[src/rtl/phyevt_defines.svh]
// Bit positions and reset values of the event flag and enable words.
// Assumes inclusion by the flag block only; the event detector does not include it.
`ifndef PHYEVT_DEFINES_SVH
`define PHYEVT_DEFINES_SVH
`define PHYEVT_BIT_QUAL 4'd15
`define PHYEVT_BIT_ENERGY 4'd14
`define PHYEVT_BIT_LINK 4'd13
`define PHYEVT_BIT_SPEED 4'd12
`define PHYEVT_BIT_DUPLEX 4'd11
`define PHYEVT_BIT_ANEG 4'd10
`define PHYEVT_BIT_FCS_HALF 4'd9
`define PHYEVT_BIT_RXERR_HALF 4'd8
`define PHYEVT_FLAG_RESET 16'h0000
`define PHYEVT_EN_RESET 16'h0000
`define PHYEVT_FCS_ADDR 16'h0014
`define PHYEVT_RXERR_ADDR 16'h0015
`endif

[src/rtl/phyevt_pkg.sv]
// Types shared by the event flag block.
// Assumes the defines header is compiled alongside.
package phyevt_pkg;
  typedef logic [15:0] phyevt_word_t;
endpackage
[src/rtl/phyevt_edge.sv]
// Change detector for one status level, with optional pin synchroniser.
// Assumes the level is either from this clock or an asynchronous pin.
`timescale 1ns/10ps
module phyevt_edge #(
  parameter int SYNC = 1
) (
  input wire logic clk,
  input wire logic rst_n,
  input wire logic ce,
  input wire logic level_in,
  output logic change
);
  logic s1_r;
  logic s2_r;
  logic s3_r;
  logic seen_r;
  logic cur;
  // Change counts once second and third stages agree
  assign cur = (SYNC != 0) ? s3_r : level_in;
  always_ff @(posedge clk or negedge rst_n) begin
    if (!rst_n) begin
      s1_r <= 1'b0;
      s2_r <= 1'b0;
      s3_r <= 1'b0;
      seen_r <= 1'b0;
    end else if (ce) begin
      s1_r <= level_in;
      s2_r <= s1_r;
      if ((SYNC == 0) || (s2_r == s3_r)) begin
        seen_r <= cur;
      end
      s3_r <= s2_r;
    end
  end
  assign change = ce && (((SYNC == 0) || (s2_r == s3_r)) ? (cur != seen_r) : 1'b0);
endmodule

[src/rtl/phyevt_flags.sv]
// Sticky event flags, enables and interrupt output of the PHY event logic.
// Assumes status levels arrive as pins; counter half-full inputs are pulses
// from core logic; flag reads arrive as a one-cycle read strobe.
// Notes on behaviour
// - Energy-detect status change sets flag bit 14.
// - Link status change sets flag bit 13.
// - Link quality change sets flag bit 15 only while the link is up.
// - Speed status change sets the speed flag.
// - Duplex status change sets the duplex flag.
// - Auto-negotiation completion sets its flag.
// - False-carrier counter passing half-full sets its flag.
// - Receive-error counter passing half-full sets its flag.
// - Link quality interrupt only raised when its enable is set.
// - Link status interrupt gated by its enable.
// - Duplex interrupt gated by its enable, reset to 0.
// - Auto-negotiation interrupt gated by its enable, reset to 0.
// - Receive-error half-full interrupt gated by its enable.
// - Link quality flag sits at bit 15, reset 0.
// - Speed flag sits at bit 12, reset 0.
`timescale 1ns/10ps
`include "phyevt_defines.svh"
module phyevt_flags (
  input wire logic CLOCK,
  input wire logic RST_N,
  input wire logic CE,
  input wire logic ENERGY_LEVEL,
  input wire logic LINK_UP,
  input wire logic QUALITY_GOOD,
  input wire logic SPEED_100,
  input wire logic FULL_DUPLEX,
  input wire logic ANEG_DONE,
  input wire logic FCS_HALF_PULSE,
  input wire logic RXERR_HALF_PULSE,
  input wire logic FLAG_READ,
  input wire logic EN_WRITE,
  input wire phyevt_pkg::phyevt_word_t EN_WDATA,
  output phyevt_pkg::phyevt_word_t FLAGS,
  output phyevt_pkg::phyevt_word_t ENABLES,
  output logic IRQ
);
  import phyevt_pkg::*;

  ////////////////////////////////////////////////////////////////////////
  logic [4:0] lvl;
  logic [4:0] chg;
  logic link_sync_r1;
  logic link_sync_r2;
  logic link_sync_r3;
  logic link_now_r;
  phyevt_word_t set_vec;
  phyevt_word_t flags_r;
  phyevt_word_t flags_nxt;
  phyevt_word_t en_r;
  phyevt_word_t en_nxt;
  logic irq_r;
  logic irq_nxt;

  // 0 energy, 1 link, 2 quality, 3 speed, 4 duplex
  assign lvl = {FULL_DUPLEX, SPEED_100, QUALITY_GOOD, LINK_UP, ENERGY_LEVEL};

  genvar gi;
  generate
    for (gi = 0; gi < 5; gi++) begin : g_edge
      phyevt_edge #(.SYNC(1)) u_edge (
        .clk(CLOCK),
        .rst_n(RST_N),
        .ce(CE),
        .level_in(lvl[gi]),
        .change(chg[gi])
      );
    end
  endgenerate

  // Own synchroniser for the link gate; quality qualified by agreed level
  always_ff @(posedge CLOCK or negedge RST_N) begin
    if (!RST_N) begin
      link_sync_r1 <= 1'b0;
      link_sync_r2 <= 1'b0;
      link_sync_r3 <= 1'b0;
      link_now_r <= 1'b0;
    end else if (CE) begin
      link_sync_r1 <= LINK_UP;
      link_sync_r2 <= link_sync_r1;
      link_sync_r3 <= link_sync_r2;
      if (link_sync_r2 == link_sync_r3) begin
        link_now_r <= link_sync_r3;
      end
    end
  end

  ////////////////////////////////////////////////////////////////////////
  logic aneg_s1_r;
  logic aneg_s2_r;
  logic aneg_s3_r;
  logic aneg_seen_r;
  logic aneg_rise;
  always_ff @(posedge CLOCK or negedge RST_N) begin
    if (!RST_N) begin
      aneg_s1_r <= 1'b0;
      aneg_s2_r <= 1'b0;
      aneg_s3_r <= 1'b0;
      aneg_seen_r <= 1'b0;
    end else if (CE) begin
      aneg_s1_r <= ANEG_DONE;
      aneg_s2_r <= aneg_s1_r;
      aneg_s3_r <= aneg_s2_r;
      if (aneg_s2_r == aneg_s3_r) begin
        aneg_seen_r <= aneg_s3_r;
      end
    end
  end
  // Completion is the agreed rising edge only
  assign aneg_rise = CE && (aneg_s2_r == aneg_s3_r) && aneg_s3_r && !aneg_seen_r;

  always_comb begin
    set_vec = 16'h0000;
    set_vec[`PHYEVT_BIT_ENERGY] = chg[0];
    set_vec[`PHYEVT_BIT_LINK] = chg[1];
    set_vec[`PHYEVT_BIT_QUAL] = chg[2] && link_now_r;
    set_vec[`PHYEVT_BIT_SPEED] = chg[3];
    set_vec[`PHYEVT_BIT_DUPLEX] = chg[4];
    set_vec[`PHYEVT_BIT_ANEG] = aneg_rise;
    set_vec[`PHYEVT_BIT_FCS_HALF] = CE && FCS_HALF_PULSE;
    set_vec[`PHYEVT_BIT_RXERR_HALF] = CE && RXERR_HALF_PULSE;
  end

  ////////////////////////////////////////////////////////////////////////
  // Set wins over the read clear so no event is lost
  assign flags_nxt = ((CE && FLAG_READ) ? 16'h0000 : flags_r) | set_vec;

  // Enable write lands at the same edge as any flag update
  assign en_nxt = (CE && EN_WRITE) ? EN_WDATA : en_r;

  // Next flags and next enables, so the interrupt never lags a write
  assign irq_nxt = |(flags_nxt & en_nxt);

  always_ff @(posedge CLOCK or negedge RST_N) begin
    if (!RST_N) begin
      flags_r <= `PHYEVT_FLAG_RESET;
      en_r <= `PHYEVT_EN_RESET;
      irq_r <= 1'b0;
    end else if (CE) begin
      flags_r <= flags_nxt;
      en_r <= en_nxt;
      irq_r <= irq_nxt;
    end
  end

  assign FLAGS = flags_r;
  assign ENABLES = en_r;
  assign IRQ = irq_r;
endmodule

[config.mk]
export PLATFORM = sky130hd
export DESIGN_NAME = phyevt_flags
export DESIGN_NICKNAME = d
export VERILOG_FILES = /design/src/rtl/phyevt_pkg.sv /design/src/rtl/phyevt_edge.sv /design/src/rtl/phyevt_flags.sv
export VERILOG_INCLUDE_DIRS = /design/src /design/src/rtl
export SDC_FILE = /design/constraint.sdc
export NUM_CORES = 1
export LEC_CHECK = 0
export BUFFER_PORTS_ARGS = -buffer_cell sky130_fd_sc_hd__buf_2
export CAP_MARGIN = 10
export CELL_PAD_IN_SITES_DETAIL_PLACEMENT = 0
export CELL_PAD_IN_SITES_GLOBAL_PLACEMENT = 1
export CORE_AREA = 2 2 79 81
export CTS_BUF_LIST = sky130_fd_sc_hd__clkbuf_8
export DETAILED_ROUTE_END_ITERATION = 16
export DIE_AREA = 0 0 81 83
export PLACE_DENSITY_LB_ADDON = 0.12
export SLEW_MARGIN = 5
export SYNTH_ARGS = -nofsm -noshare
export SYNTH_HDL_FRONTEND = slang
export SYNTH_HIERARCHICAL = 1
export SYNTH_SLANG_ARGS = --single-unit
[constraint.sdc]
create_clock -name CLOCK -period 2.73 [get_ports CLOCK]
set_input_delay 0.819 -clock CLOCK [delete_from_list [all_inputs] [get_ports CLOCK]]
set_output_delay 0.819 -clock CLOCK [all_outputs]
set_load 0.005 [all_outputs]
==> results.txt, run 1 <==
Headroom to the max-slew limit came out at roughly 71%. The cell type of the slowest stage on the worst timing path is buf_2. The number of synthesized register bits came out at 61. The number of endpoints with negative hold slack in the final report is 0.

Sorting the synthesized cells by area gives the leading types as dfrtp_1, mux2_2, mux2_1. The max-slew violation total from the final report came to 0. Entering global routing, the biggest net connects 62 pins. The number of fill cells came out at 521. The share of cells above drive strength 1 is 39.7%. The synthesized area divided by synthesized cell count came out at 13.1 sq um. The number of nets in the layout is between 300 and 400. Counting instances in the post-synthesis netlist gives the leading cell types as dfrtp_1, mux2_2, a22oi_1, mux2_1. The HPWL after detailed placement is about 3800 um.

The total wire length after detailed routing came out at between 5000 and 6000 um. The number of sinks driven by the clock tree is ~60. The actual slew at the worst max-slew pin came out at around 0.43 ns.

The clock input transition at the sequential cells of the worst setup and hold paths came out at around 0.070 ns. The critical path arrival came out at 2.05 ns. The fmax is ~0.54 GHz. STA classifies the critical path startpoint as a primary input. Walking the worst path, the cells encountered are buf_2 -> buf_4 -> a21bo_2 -> a22oi_1 -> a2111oi_4 -> a31oi_1. The level count of the clock H-tree came out at 3. The number of clock buffers added by TritonCTS is 9. The count of max-cap constraint violations came out at 0. The final clock skew came out at just under 0.005 ns. The count of routing violations after the opening detailed-route iteration came out at between 90 and 100. Once the floorplan was initialized, standard cells occupied 46.5% of the core. Counting both buffers and inverters, the worst setup path holds a total of 2. The cell family contributing the most delay on the critical path is compound AO/OA/AOI/OAI gates. The total power divided by cell area is between 700 and 800 mW/mm^2. The critical path capture point type is a flip-flop. CTS placed an instance of clkbuf_8 at the clock tree root.

The most numerous cell in the Yosys netlist is dfrtp_1. The area share of the leading cell type in the synthesized netlist is 56.4%. The quantity of gates resized following cts is 0. The worst endpoint required time is 2.94 ns. The area growth from synthesis to layout is 23.3%.

The placer's final routability congestion estimate came out at 0.762. The die extent in y came out at 83 um. TritonCTS built the clock tree. The share of synthesized registers carrying an async set or reset came out at between 90% and 100%.

Hold timing on the final database bottoms out at a slack of 0.489 ns. The final-report setup violation count came out at 0. The latest clock arrival within the worst-skew pair is ~0.33 ns. Setup repair after global routing left no endpoint under its margin. The overall routing resource usage came out at 17.6%. The area enclosed by the die boundary is between 0.006 and 0.007 sq mm. In the synthesized netlist the dominant register cell turns out to be dfrtp_1. The worst reg-to-reg path cell count came out at 6.

The initial antenna violation count came out at 0. The residual overflow from global routing came out at 0. The path category of the worst min-delay check is primary input to asynchronous set/reset pin. The global-route wire length before repair came out at ~9000 um. The area of the mapped netlist is 0.00271 sq mm.

The area after detailed placement came out at roughly 0.0031 sq mm. The number of nets handed over by synthesis was ~240. The post-route standard cell area excluding fillers came out at 0.00333 sq mm.

The worst vdd rail ir drop is 0.000394 V. The total area inside the core boundary comes to 0.00582 sq mm. The number of nets with antenna violations after detailed routing came out at 0. The number of post-CTS setup repair buffers came out at 0. Counting buffers and inverters, the worst setup path is 6 cells deep. The cell count after synthesis is 207. Yosys printed 6 warnings. The number of global-route vias before repair came out at between 1500 and 2000. The cell type contributing the most total cell area after synthesis is dfrtp_1. The number of diodes is 0. The final routed wire length divided by cell count is between 15 and 20 um.

Summing over every cut layer, the via total after detailed routing is roughly 1900. After detailed routing, the number of vias per cell comes to 5.24. The flow ran to the end, and the final reports show no timing, DRC or antenna violations. The number of hold-repair buffers added at the cts stage came out at 0.

The total negative slack is 0 ns. The number of buffers on the longest clock path came out at 2. The number of design rule violations left after detail routing is 0. The biggest cell delay along the critical path came out at 0.30 ns.

Measured along the x axis, the die boundary spans between 80 and 90 um. The worst setup path is of the primary input to flip-flop kind. The site row count came out at 28. The number of top-level design ports is 62. The number of enable flip-flop cells after synthesis came out at 0.

Sequential elements use 56.4% of the synthesized area. The count of input and output buffers came out at between 60 and 70. The final period demand of the worst path is ~1.8 ns. The maximum fanout along the worst path is 17.

The synthesized netlist contains 39 unique library cells. The length of the first detailed-routing pass in iterations is 4. Of the available clock period, the critical path in the final layout requires 67.4%. Summed over all cells, the static leakage comes to around 0.0016 uW.
## metal layers
metal	up-vias	track usage [%]	share of wire (%)	routed length (um)
li1	918	-	-	-
met1	899	25.8	50	2690
met2	45	24.7	44	2360
met3	9	3.80	4.8	258
met4	0	7.86	1.8	98
met5	-	0	0	0
## path summary, 6_finish.rpt
kind	startpoint	to	slack [ns]
hold reg to reg	link_sync_r1$_DFFE_PN0P_	link_sync_r1$_DFFE_PN0P_	0.49
setup / recovery	CE	IRQ$_DFFE_PN0P_	0.89
max in group asynchronous	RST_N	g_edge[1].u_edge/cur$_DFFE_PN0P_	1.97
min in group CLOCK	link_sync_r1$_DFFE_PN0P_	link_sync_r1$_DFFE_PN0P_	0.49
setup reg to reg	g_edge[2].u_edge/s2_r$_DFFE_PN0P_	IRQ$_DFFE_PN0P_	1.18
hold / removal	RST_N	ENABLES[7]$_DFFE_PN0P_	0.49
## area by class of cell
class                   instances  area [sq um]  share of cell area, %
multi-input cells             137          1130                   33.8
repair buffers                 67           375                   11.3
clock inverters                 7          82.6                   2.48
flip-flops and latches         61          1530                   45.8
clock buffers                   9           124                   3.71
well taps                      75          93.8                   2.81
inverters                       1          3.75                  0.113
## logic make-up after synthesis
logic type	share of synthesized area, %
compound gates	16.8
flops	56.4
mux	13.4
simple gates	11.5
buf+inv	1.85
## per-stage QoR
stage / std cells / total power, uW / utilization [%] / setup WS (ns)
final: 357 / 2440 / 57.3 / 0.890
after detailed placement: 341 / 1620 / 53.8 / 0.531
after floorplan: 207 / 1440 / - / 0.820
after CTS: 357 / 2470 / 57.3 / 0.888
after global routing: 357 / 2580 / 57.3 / 0.785
after global placement: 341 / 1620 / 53.8 / 0.555
## cell usage in the layout, fill, tap and decap left out, types with 5 or more instances in the layout
| cell | synthesis | final |
|---|---|---|
| a21boi_1 | 7 | 7 |
| a21o_2 | 5 | 5 |
| a21oi_1 | 5 | 5 |
| a22o_1 | 9 | 9 |
| a22oi_1 | 10 | 10 |
| and2_1 | 9 | 9 |
| buf_2 | 4 | 61 |
| clkbuf_8 | 0 | 9 |
| dfrtp_1 | 61 | 61 |
| mux2_1 | 10 | 10 |
| mux2_2 | 20 | 20 |
| nand2_1 | 6 | 6 |
| nand2b_1 | 8 | 8 |
| nand3b_1 | 5 | 5 |
| or3b_1 | 5 | 5 |
## where the power goes
part / internal [uW] / switching (uW)
clock network: 502 / 331
registers: 1050 / 115
logic: 261 / 176
## worst reg2reg max path, stage by stage, from the launching register on
cell and delay [ns]:
dfrtp_1 0.43, or3b_1 0.36, a21boi_1 0.14, and2_1 0.17, o22ai_1 0.09, o2111a_1 0.15
a31oi_1 0.14
## flip-flops by register name, indices dropped and copies added (netlist names)
name / count
FLAGS: 16
g_edge.u_edge/s1_r: 5
aneg_s1_r: 1
g_edge.u_edge/cur: 5
aneg_s2_r: 1
link_now_r: 1
link_sync_r1: 1
link_sync_r3: 1
link_sync_r2: 1
g_edge.u_edge/seen_r: 5
ENABLES: 16
IRQ: 1
aneg_seen_r: 1
aneg_s3_r: 1
g_edge.u_edge/s2_r: 5
(Power assumes the default switching activity.)
==> run 2, diff against run 1 <==
--- a/config.mk
+++ b/config.mk
@@ -6,14 +6,15 @@
 export SDC_FILE = /design/constraint.sdc
 export NUM_CORES = 1
 export LEC_CHECK = 0
+export ABC_AREA = 1
 export BUFFER_PORTS_ARGS = -buffer_cell sky130_fd_sc_hd__buf_2
 export CAP_MARGIN = 10
 export CELL_PAD_IN_SITES_DETAIL_PLACEMENT = 0
 export CELL_PAD_IN_SITES_GLOBAL_PLACEMENT = 1
-export CORE_AREA = 2 2 79 81
+export CORE_AREA = 2 2 87 89
 export CTS_BUF_LIST = sky130_fd_sc_hd__clkbuf_8
 export DETAILED_ROUTE_END_ITERATION = 16
-export DIE_AREA = 0 0 81 83
+export DIE_AREA = 0 0 89 91
 export PLACE_DENSITY_LB_ADDON = 0.12
 export SLEW_MARGIN = 5
 export SYNTH_ARGS = -nofsm -noshare
==> constraint.sdc (replaced) <==
create_clock -name CLOCK -period 1.51 [get_ports CLOCK]
set_input_delay 0.453 -clock CLOCK [delete_from_list [all_inputs] [get_ports CLOCK]]
set_output_delay 0.453 -clock CLOCK [all_outputs]
set_load 0.005 [all_outputs]
==> run 2 against run 1 <==
Against the previous run:
- flip-flop and latch count is the same
- synthesized area is 3.8% lower
- critical path depth rose by 5
- power increased by 84%
- global-route usage fell by 1.2 points
- register-to-register slack got worse by 1.1 ns
- worst setup slack got worse by 0.79 ns
- largest cell class unchanged
==> results.txt, run 2 <==
Across every metal layer, demand over resource in global routing totals between 10% and 20%. The number of enable flip-flop cells after synthesis is 0. The critical path goes through buf_2 -> buf_4 -> buf_4 -> nand3_1 -> nand2_1 -> nand2_1 -> nand2_1 -> nor2_1 -> nand3_1 -> nor2_1 -> nor2_1. Dividing the detail-routed wire length by the instance count gives ~12 um. The number of sinks driven by the clock tree is about 60. The max-slew violation total from the final report came to 0. The maximum fanout along the worst path came out at 9. The total clock buffers created by CTS came out at 9. The switching power as a share of total power is between 20% and 30%. After legalization and detailed placement, the total HPWL measured ~4300 um.

The synthesized area divided by synthesized cell count is 8.85 sq um. At the end of the flow the core is filled with cells to between 40% and 50%. The area of the mapped netlist is between 0.002 and 0.003 sq mm. The count of vias placed by the detailed router came out at between 2000 and 2500.

In this run, placement finished with an instance count of about 480. The flow ran to the end, and the final reports show no timing, DRC or antenna violations. Per report_power, the clock group accounts for 38.8% of the total. The clock tree synthesis step divided the H-tree into 3 levels. The number of top-level design ports came out at between 60 and 70. Yosys instantiated no cell more often than nand2_1.

The length of the first detailed-routing pass in iterations is 4. The number of nets in the layout came out at between 400 and 500. In this run the worst hold path is classified as primary input to asynchronous set/reset pin. The share of the clock period used by the worst path after layout came out at 93.4%. The critical path is of the primary input to flip-flop type. The first global-routing pass estimated ~10000 um of wire.

STA classifies the critical path endpoint as a flip-flop. The number of buffers on the longest clock path came out at 2. The net count after synthesis is about 320. The final clock skew came out at between 0.008 and 0.009 ns.

The count of routing violations after the opening detailed-route iteration is 90. The count of buffers added on input and output ports is a little over 60. The detailed-route vias per instance is around 4.4. Setup violations remaining at the end of the flow were counted as 0. The clock input transition at the sequential cells of the worst setup and hold paths came out at approximately 0.070 ns. The cell type contributing the most total cell area after synthesis is dfrtp_1.

At the worst endpoint, the arrival time is 1.64 ns. At the worst endpoint, the required time is roughly 1.7 ns. Cells with a size suffix above 1 make up about a third of the layout. Measured against its own limit, the worst slew margin works out to just under 80%. IR analysis of the VDD net gives a maximum drop of between 0.0004 and 0.0005 V. The most common cell after layout, fill and taps aside is nand2_1. The leakage power total came out at around 0.0019 uW. The number of fill cells came out at about 760.

For this configuration, the core starts out at a cell density of between 30% and 40%. The placer's final routability congestion estimate came out at 0.720. The number of endpoints with negative hold slack in the final report came out at 0. The overall power came out at about 4500 uW. The floorplan has 31 rows. The Yosys warning count is 6.

For this run, design rule violations remaining after detail routing come to 0. The sequential group share of total power came out at between 40 and 50%. The smallest clock period supported by the final layout is computed as approximately 1.4 ns.

Setup repair after global routing could not meet its margin everywhere. The post-route standard cell area excluding fillers is about 0.0035 sq mm. The switching power total is ~1200 uW.

The residual overflow from global routing is 0. The actual slew at the worst max-slew pin came out at around 0.34 ns. The share of synthesized registers carrying an async set or reset is 100%. The latest clock arrival within the worst-skew pair is 0.34 ns. The biggest cell delay along the critical path is 0.18 ns. The number of diodes is 0. The area after detailed placement is 0.00322 sq mm.

Among all flip-flop cells after synthesis, the most frequent one is dfrtp_1. The cell type of the slowest stage on the worst timing path is buf_4. The CTS tree is built. The count of max-cap constraint violations is 0. The area taken by flip-flops and latches is ~0.0015 sq mm. The area share of the leading cell type in the synthesized netlist is slightly below 60%.

Derived from the worst setup path, the maximum achievable clock frequency is roughly 0.71 GHz. The worst setup path is launched from a primary input. The cell count after synthesis is 294. The number of global-route vias before repair came out at between 2000 and 2500. The die extent in y is 91 um. The commonest cells after synthesis are nand2_1, dfrtp_1, inv_1, nand3_1, nor2_1. The combined area of the multi-input logic cells is 950 sq um.

The total negative slack is 0 ns. The total power divided by cell area came out at between 1000 and 1500 mW/mm^2. In this run the standard cell core region covers 0.00714 sq mm.

Ranked by total cell area, the synthesized netlist is headed by dfrtp_1, nand2_1, nand3_1. The fraction of power consumed by combinational cells is 17.1%. The die outline width is 89 um.

The growth of design area from synthesis to finish is 36.3%. The register area share after synthesis is approximately three fifths. The number of nets with antenna violations after detailed routing is 0. The total wire length after detailed routing came out at approximately 6200 um. The distinct cell type count after synthesis came out at 21. The number of standard cells in the final layout excluding fillers came out at just under 500. The floorplan step defined a die boundary enclosing slightly above 0.008 sq mm. Leaving out fill and tap cells, the most frequent cells in the layout are nand2_1, buf_2, dfrtp_1.

The initial antenna violation count is 0. The internal power came out at between 3000 and 4000 uW. The root buffer cell is clkbuf_8.

The pin count of the biggest net entering global routing is 62. After synthesis the netlist holds a flip-flop and latch count of between 60 and 70.
-- run 2: cell types whose count changed in the layout (fill, tap and decap cells not counted), moves of 9 or more --
cell / delta
a22o_1: -9
a22oi_1: -10
buf_4: +26
inv_1: +18
mux2_1: -10
mux2_2: -20
nand2_1: +105
nand3_1: +22
nor2_1: +12
o21ai_0: +16
-- run 2: per-layer routing --
layer / track usage [%] / vias to the layer above / wire (um)
li1: - / 1119 / -
met1: 21.4 / 1012 / 2940
met2: 25.9 / 50 / 2880
met3: 4.45 / 5 / 271
met4: 5.97 / 0 / 58
met5: 0 / - / 0
-- run 2: final cells by class --
cell class	count	area share, %
clock buffers	13	5.05
clock inverters	3	1.83
inverters	29	3.07
multi-input cells	197	26.8
flip-flops and latches	61	43.1
well taps	99	3.49
repair buffers	94	16.7
-- run 2: path summary, 6_finish.rpt --
kind                       slack, ns                               from                               end  cells after the start
setup / recovery                 0.1                                 CE                   IRQ$_DFFE_PN0P_                     11
hold / removal                  0.11                              RST_N              FLAGS[4]$_DFFE_PN0P_                      2
setup reg to reg                0.12  g_edge[1].u_edge/s2_r$_DFFE_PN0P_                   IRQ$_DFFE_PN0P_                     12
hold reg to reg                 0.47           link_sync_r1$_DFFE_PN0P_          link_sync_r1$_DFFE_PN0P_                      2
max in group asynchronous       1.10                              RST_N  g_edge[3].u_edge/cur$_DFFE_PN0P_                      2
min in group CLOCK              0.33                          ANEG_DONE             aneg_s1_r$_DFFE_PN0P_                      3
-- run 2: power groups by stage --
stage	clock network [uW]	logic [uW]	registers, uW
3_3_place_gp	0	724	2000
6_report	1740	769	1980
4_1_cts	1770	732	1970
5_1_grt	1840	883	2010
3_5_place_dp	0	727	2000
2_1_floorplan	0	365	1990
-- run 2: timing repair --
| item | 4_1_cts | 5_1_grt |
|---|---|---|
| endpoints found under the setup margin | 0 | 1 |
| resized for setup | 0 | 19 |
| hold buffers | 0 | 0 |
| setup buffers | 0 | 5 |
-- run 2: logic make-up (layout without fill, tap and decap cells) --
logic type,count (synthesis),after routing,synth area share [%]
AND/OR/NAND/NOR,164,164,25.6
AO/OA/AOI/OAI,23,23,4.81
XOR/XNOR,5,5,1.68
flip-flops,61,61,58.7
multiplexers,5,5,2.89
buffers and inverters,36,139,6.30
-- run 2: critical path, delay by kind of cell --
kind | cells | cell delay [ns]
and+or+nand+nor | 8 | 0.66
buffers and inverters | 3 | 0.50
-- run 2: metrics by stage --
stage	hold slack [ns]	setup slack, ns
finish	0.108	0.0992
global route	0.143	-0.0454
CTS	0.122	0.0744
detailed placement	0.462	-0.224
global placement	0.458	-0.228
floorplan	0.157	0.137
==> run 3, diff against run 2 <==
--- a/config.mk
+++ b/config.mk
@@ -16,6 +16,7 @@
 export DETAILED_ROUTE_END_ITERATION = 16
 export DIE_AREA = 0 0 89 91
 export PLACE_DENSITY_LB_ADDON = 0.12
+export SETUP_SLACK_MARGIN = 0.15
 export SLEW_MARGIN = 5
 export SYNTH_ARGS = -nofsm -noshare
 export SYNTH_HDL_FRONTEND = slang
==> run 3 against run 2 <==
Against the previous run:
- worst setup slack gained 0.048 ns
- wire length shrank 7.1%
- global-route usage is 1.1 points lower
- sequential power about the same
- die area is the same
- critical endpoint unchanged
==> results.txt, run 3 (synthesis results as in run 2) <==
The run finished with clean final reports. The number of diodes is 0. The worst register-to-register path ends at IRQ$_DFFE_PN0P_. The number of clock buffers added by TritonCTS is 9. The biggest cell delay along the critical path is about 0.43 ns. Leaving out fill and tap cells, the most frequent cells in the layout are nand2_1, dfrtp_1, buf_2. The relative contribution of the clock network to total power is about a third.

TritonCTS built the clock tree. The total negative slack is 0 ns. Input and output buffers added on the ports amount to 61.

The number of nets in the layout came out at ~410. The switching power as a share of total power is around 28%. The path category of the worst min-delay check is primary input to asynchronous set/reset pin. The number of global-route vias before repair is between 2000 and 2500.

The number of design rule violations left after detail routing is 0. The residual overflow from global routing is 0. The launch point of the critical path is g_edge[2].u_edge/cur$_DFFE_PN0P_. The switching power total is ~1100 uW. The length of the first detailed-routing pass in iterations came out at 5.

The tree is rooted in a clkbuf_8. The endpoint of the most critical setup path is IRQ$_DFFE_PN0P_. The reg-to-reg critical path startpoint is g_edge[2].u_edge/cur$_DFFE_PN0P_. Measured in cells, the most critical reg-to-reg path has a length of 12. The cell family contributing the most delay on the critical path is simple AND/OR/NAND/NOR gates. The critical path goes through inv_2 -> nand2_1 -> nand3_2 -> nor2_1 -> inv_1 -> o21ai_0 -> nand2_1 -> nand2_1 -> nor2_2 -> nand3_1 -> nor2_1 -> nor2_1.

The setup path with the least slack is of type flip-flop to flip-flop. The placeable core region came out at slightly above 0.007 sq mm. The count of nets left with antenna violations once routing finished came out at 0. For this design the ratio of total power to cell area is about 1200 mW/mm^2.

The global-route wire length before repair came out at 9600 um. The initial antenna violation count came out at 0. The critical path arrival is roughly 1.6 ns.

STA classifies the critical path startpoint as a flip-flop. Detailed routing inserted a total of around 2100 vias. Setup slack on the worst reg-to-reg path comes out at around 0.15 ns.

The worst vdd rail ir drop is between 0.0005 and 0.0006 V. The count of max-cap constraint violations is 0. The library cell used most frequently in the layout, excluding fill and tap cells, is nand2_1.

The slowest stage of the critical path is the dfrtp_1 cell. The latest clock arrival within the worst-skew pair came out at 0.32 ns. The internal power came out at between 2000 and 3000 uW. For the worst setup path, the data required time is roughly 1.7 ns. The fraction of power consumed by combinational cells came out at 17.5%.

The pin count of the biggest net entering global routing is 62. The number of endpoints with negative hold slack in the final report was 0. Counting I/O delays and the setup requirement, the final critical path takes between 1 and 1.5 ns. The tightest slew margin relative to the limit came out at between 70% and 80%.

The area enclosed by the die boundary is 0.00810 sq mm. The number of hold-repair buffers added at the cts stage came out at 0. The detailed-route vias per instance is about 4.4. The max-slew violation total from the final report came to 0. The H-tree generated during clock tree synthesis spans 3 levels. Routability-driven placement finished with a final weighted congestion of 0.839.

The leakage power total is ~0.0018 uW. Detailed placement finished with a half-perimeter wire length of slightly above 4000 um. The maximum fanout along the worst path is 4.

In this run the deepest clock path goes through 2 buffers. The starting density of the core is ~36%. The critical path crosses 12 cells after its start point. The worst setup path is captured at a flip-flop. The fmax came out at ~0.73 GHz. The growth of design area from synthesis to finish came out at 29.6%. The actual slew at the worst max-slew pin came out at ~0.33 ns. The share of the clock period used by the worst path after layout came out at between 90% and 100%.

Setup repair after global routing could not meet its margin everywhere. The overall power came out at approximately 4000 uW. The detailed router finished its first iteration with between 100 and 150 violations. The sequential group share of total power is about half.

Clock-pin slew was measured on the worst setup and hold paths at roughly 0.060 ns. The final-report setup violation count is 0. The die extent in y is 91 um.

The site row count came out at 31. Cells with a size suffix above 1 make up between 20 and 30% of the layout. The number of top-level design ports came out at a little over 60. The final clock skew is around 0.0075 ns. The total wire length after detailed routing came out at ~5700 um. The number of sinks driven by the clock tree is between 60 and 70. The overall routing resource usage is between 10% and 20%.

Dividing the detail-routed wire length by the instance count gives about 12 um. The die outline width is just under 90 um. The buffers plus inverters on the worst setup path is 2.
[run 3: cell count changes in the layout (fill, tap and decap cells not counted), sizes merged]
cell and change:
bufinv -2, inv +2, buf -13, clkbuf -1
[run 3: worst min path at each step]
stage / cells past startpoint / endpoint / slack (ns) / from
after floorplan: 0 / ENABLES[0]$_DFFE_PN0P_ / 0.16 / RST_N
after global placement: 2 / aneg_s2_r$_DFFE_PN0P_ / 0.45 / aneg_s1_r$_DFFE_PN0P_
after detailed placement: 2 / aneg_s2_r$_DFFE_PN0P_ / 0.46 / aneg_s1_r$_DFFE_PN0P_
after CTS: 2 / ENABLES[13]$_DFFE_PN0P_ / 0.14 / RST_N
after global routing: 2 / FLAGS[4]$_DFFE_PN0P_ / 0.15 / RST_N
final: 2 / FLAGS[4]$_DFFE_PN0P_ / 0.13 / RST_N
[run 3: area by class of cell]
cell class                 instances  area (sq um)
fill                             750          3770
sequential                        61          1530
multi-input combinational        197           941
timing repair buffer              81           493
clock buffer                      12           165
tap                               99           124
inverter                          29           109
clock inverter                     3          12.5
[run 3: power by group through the flow]
| stage | Combinational, uW | Clock, uW | Sequential, uW |
|---|---|---|---|
| final | 695 | 1300 | 1970 |
| after global routing | 808 | 1410 | 2000 |
| after CTS | 686 | 1340 | 1970 |
| after detailed placement | 682 | 0 | 2000 |
| after global placement | 676 | 0 | 2000 |
| after floorplan | 366 | 0 | 1990 |
[run 3: metal layers]
layer	vias up	track usage, %	wire length, um
met5	-	0	0
met2	48	22.5	2610
met3	6	3.27	301
li1	1097	-	-
met4	0	5.60	34
met1	948	22.1	2770
[run 3: stage by stage]
stage | cell area (sq um) | util [%] | setup WS, ns | hold slack [ns] | std cells
2_1_floorplan | 2610 | - | 0.157 | 0.157 | 294
3_3_place_gp | 3150 | 44.1 | -0.153 | 0.455 | 464
3_5_place_dp | 3150 | 44.1 | -0.166 | 0.460 | 464
4_1_cts | 3320 | 46.6 | 0.114 | 0.140 | 479
5_1_grt | 3370 | 47.2 | -0.00374 | 0.154 | 482
6_report | 3370 | 47.2 | 0.148 | 0.132 | 482
[run 3: worst register-to-register path: cells and delay by family (launching register included)]
kind                   cells  cell delay (ns)
flip-flops                 1             0.43
AO/OA/AOI/OAI              1             0.07
AND/OR/NAND/NOR            9             0.62
buffers and inverters      2             0.13
[run 3: what timing repair did]
item                       CTS  global route
pin swaps                    0             8
gates cloned                 0             0
resized for setup            0             9
setup endpoints to repair    1             1
buffers inserted             0             3
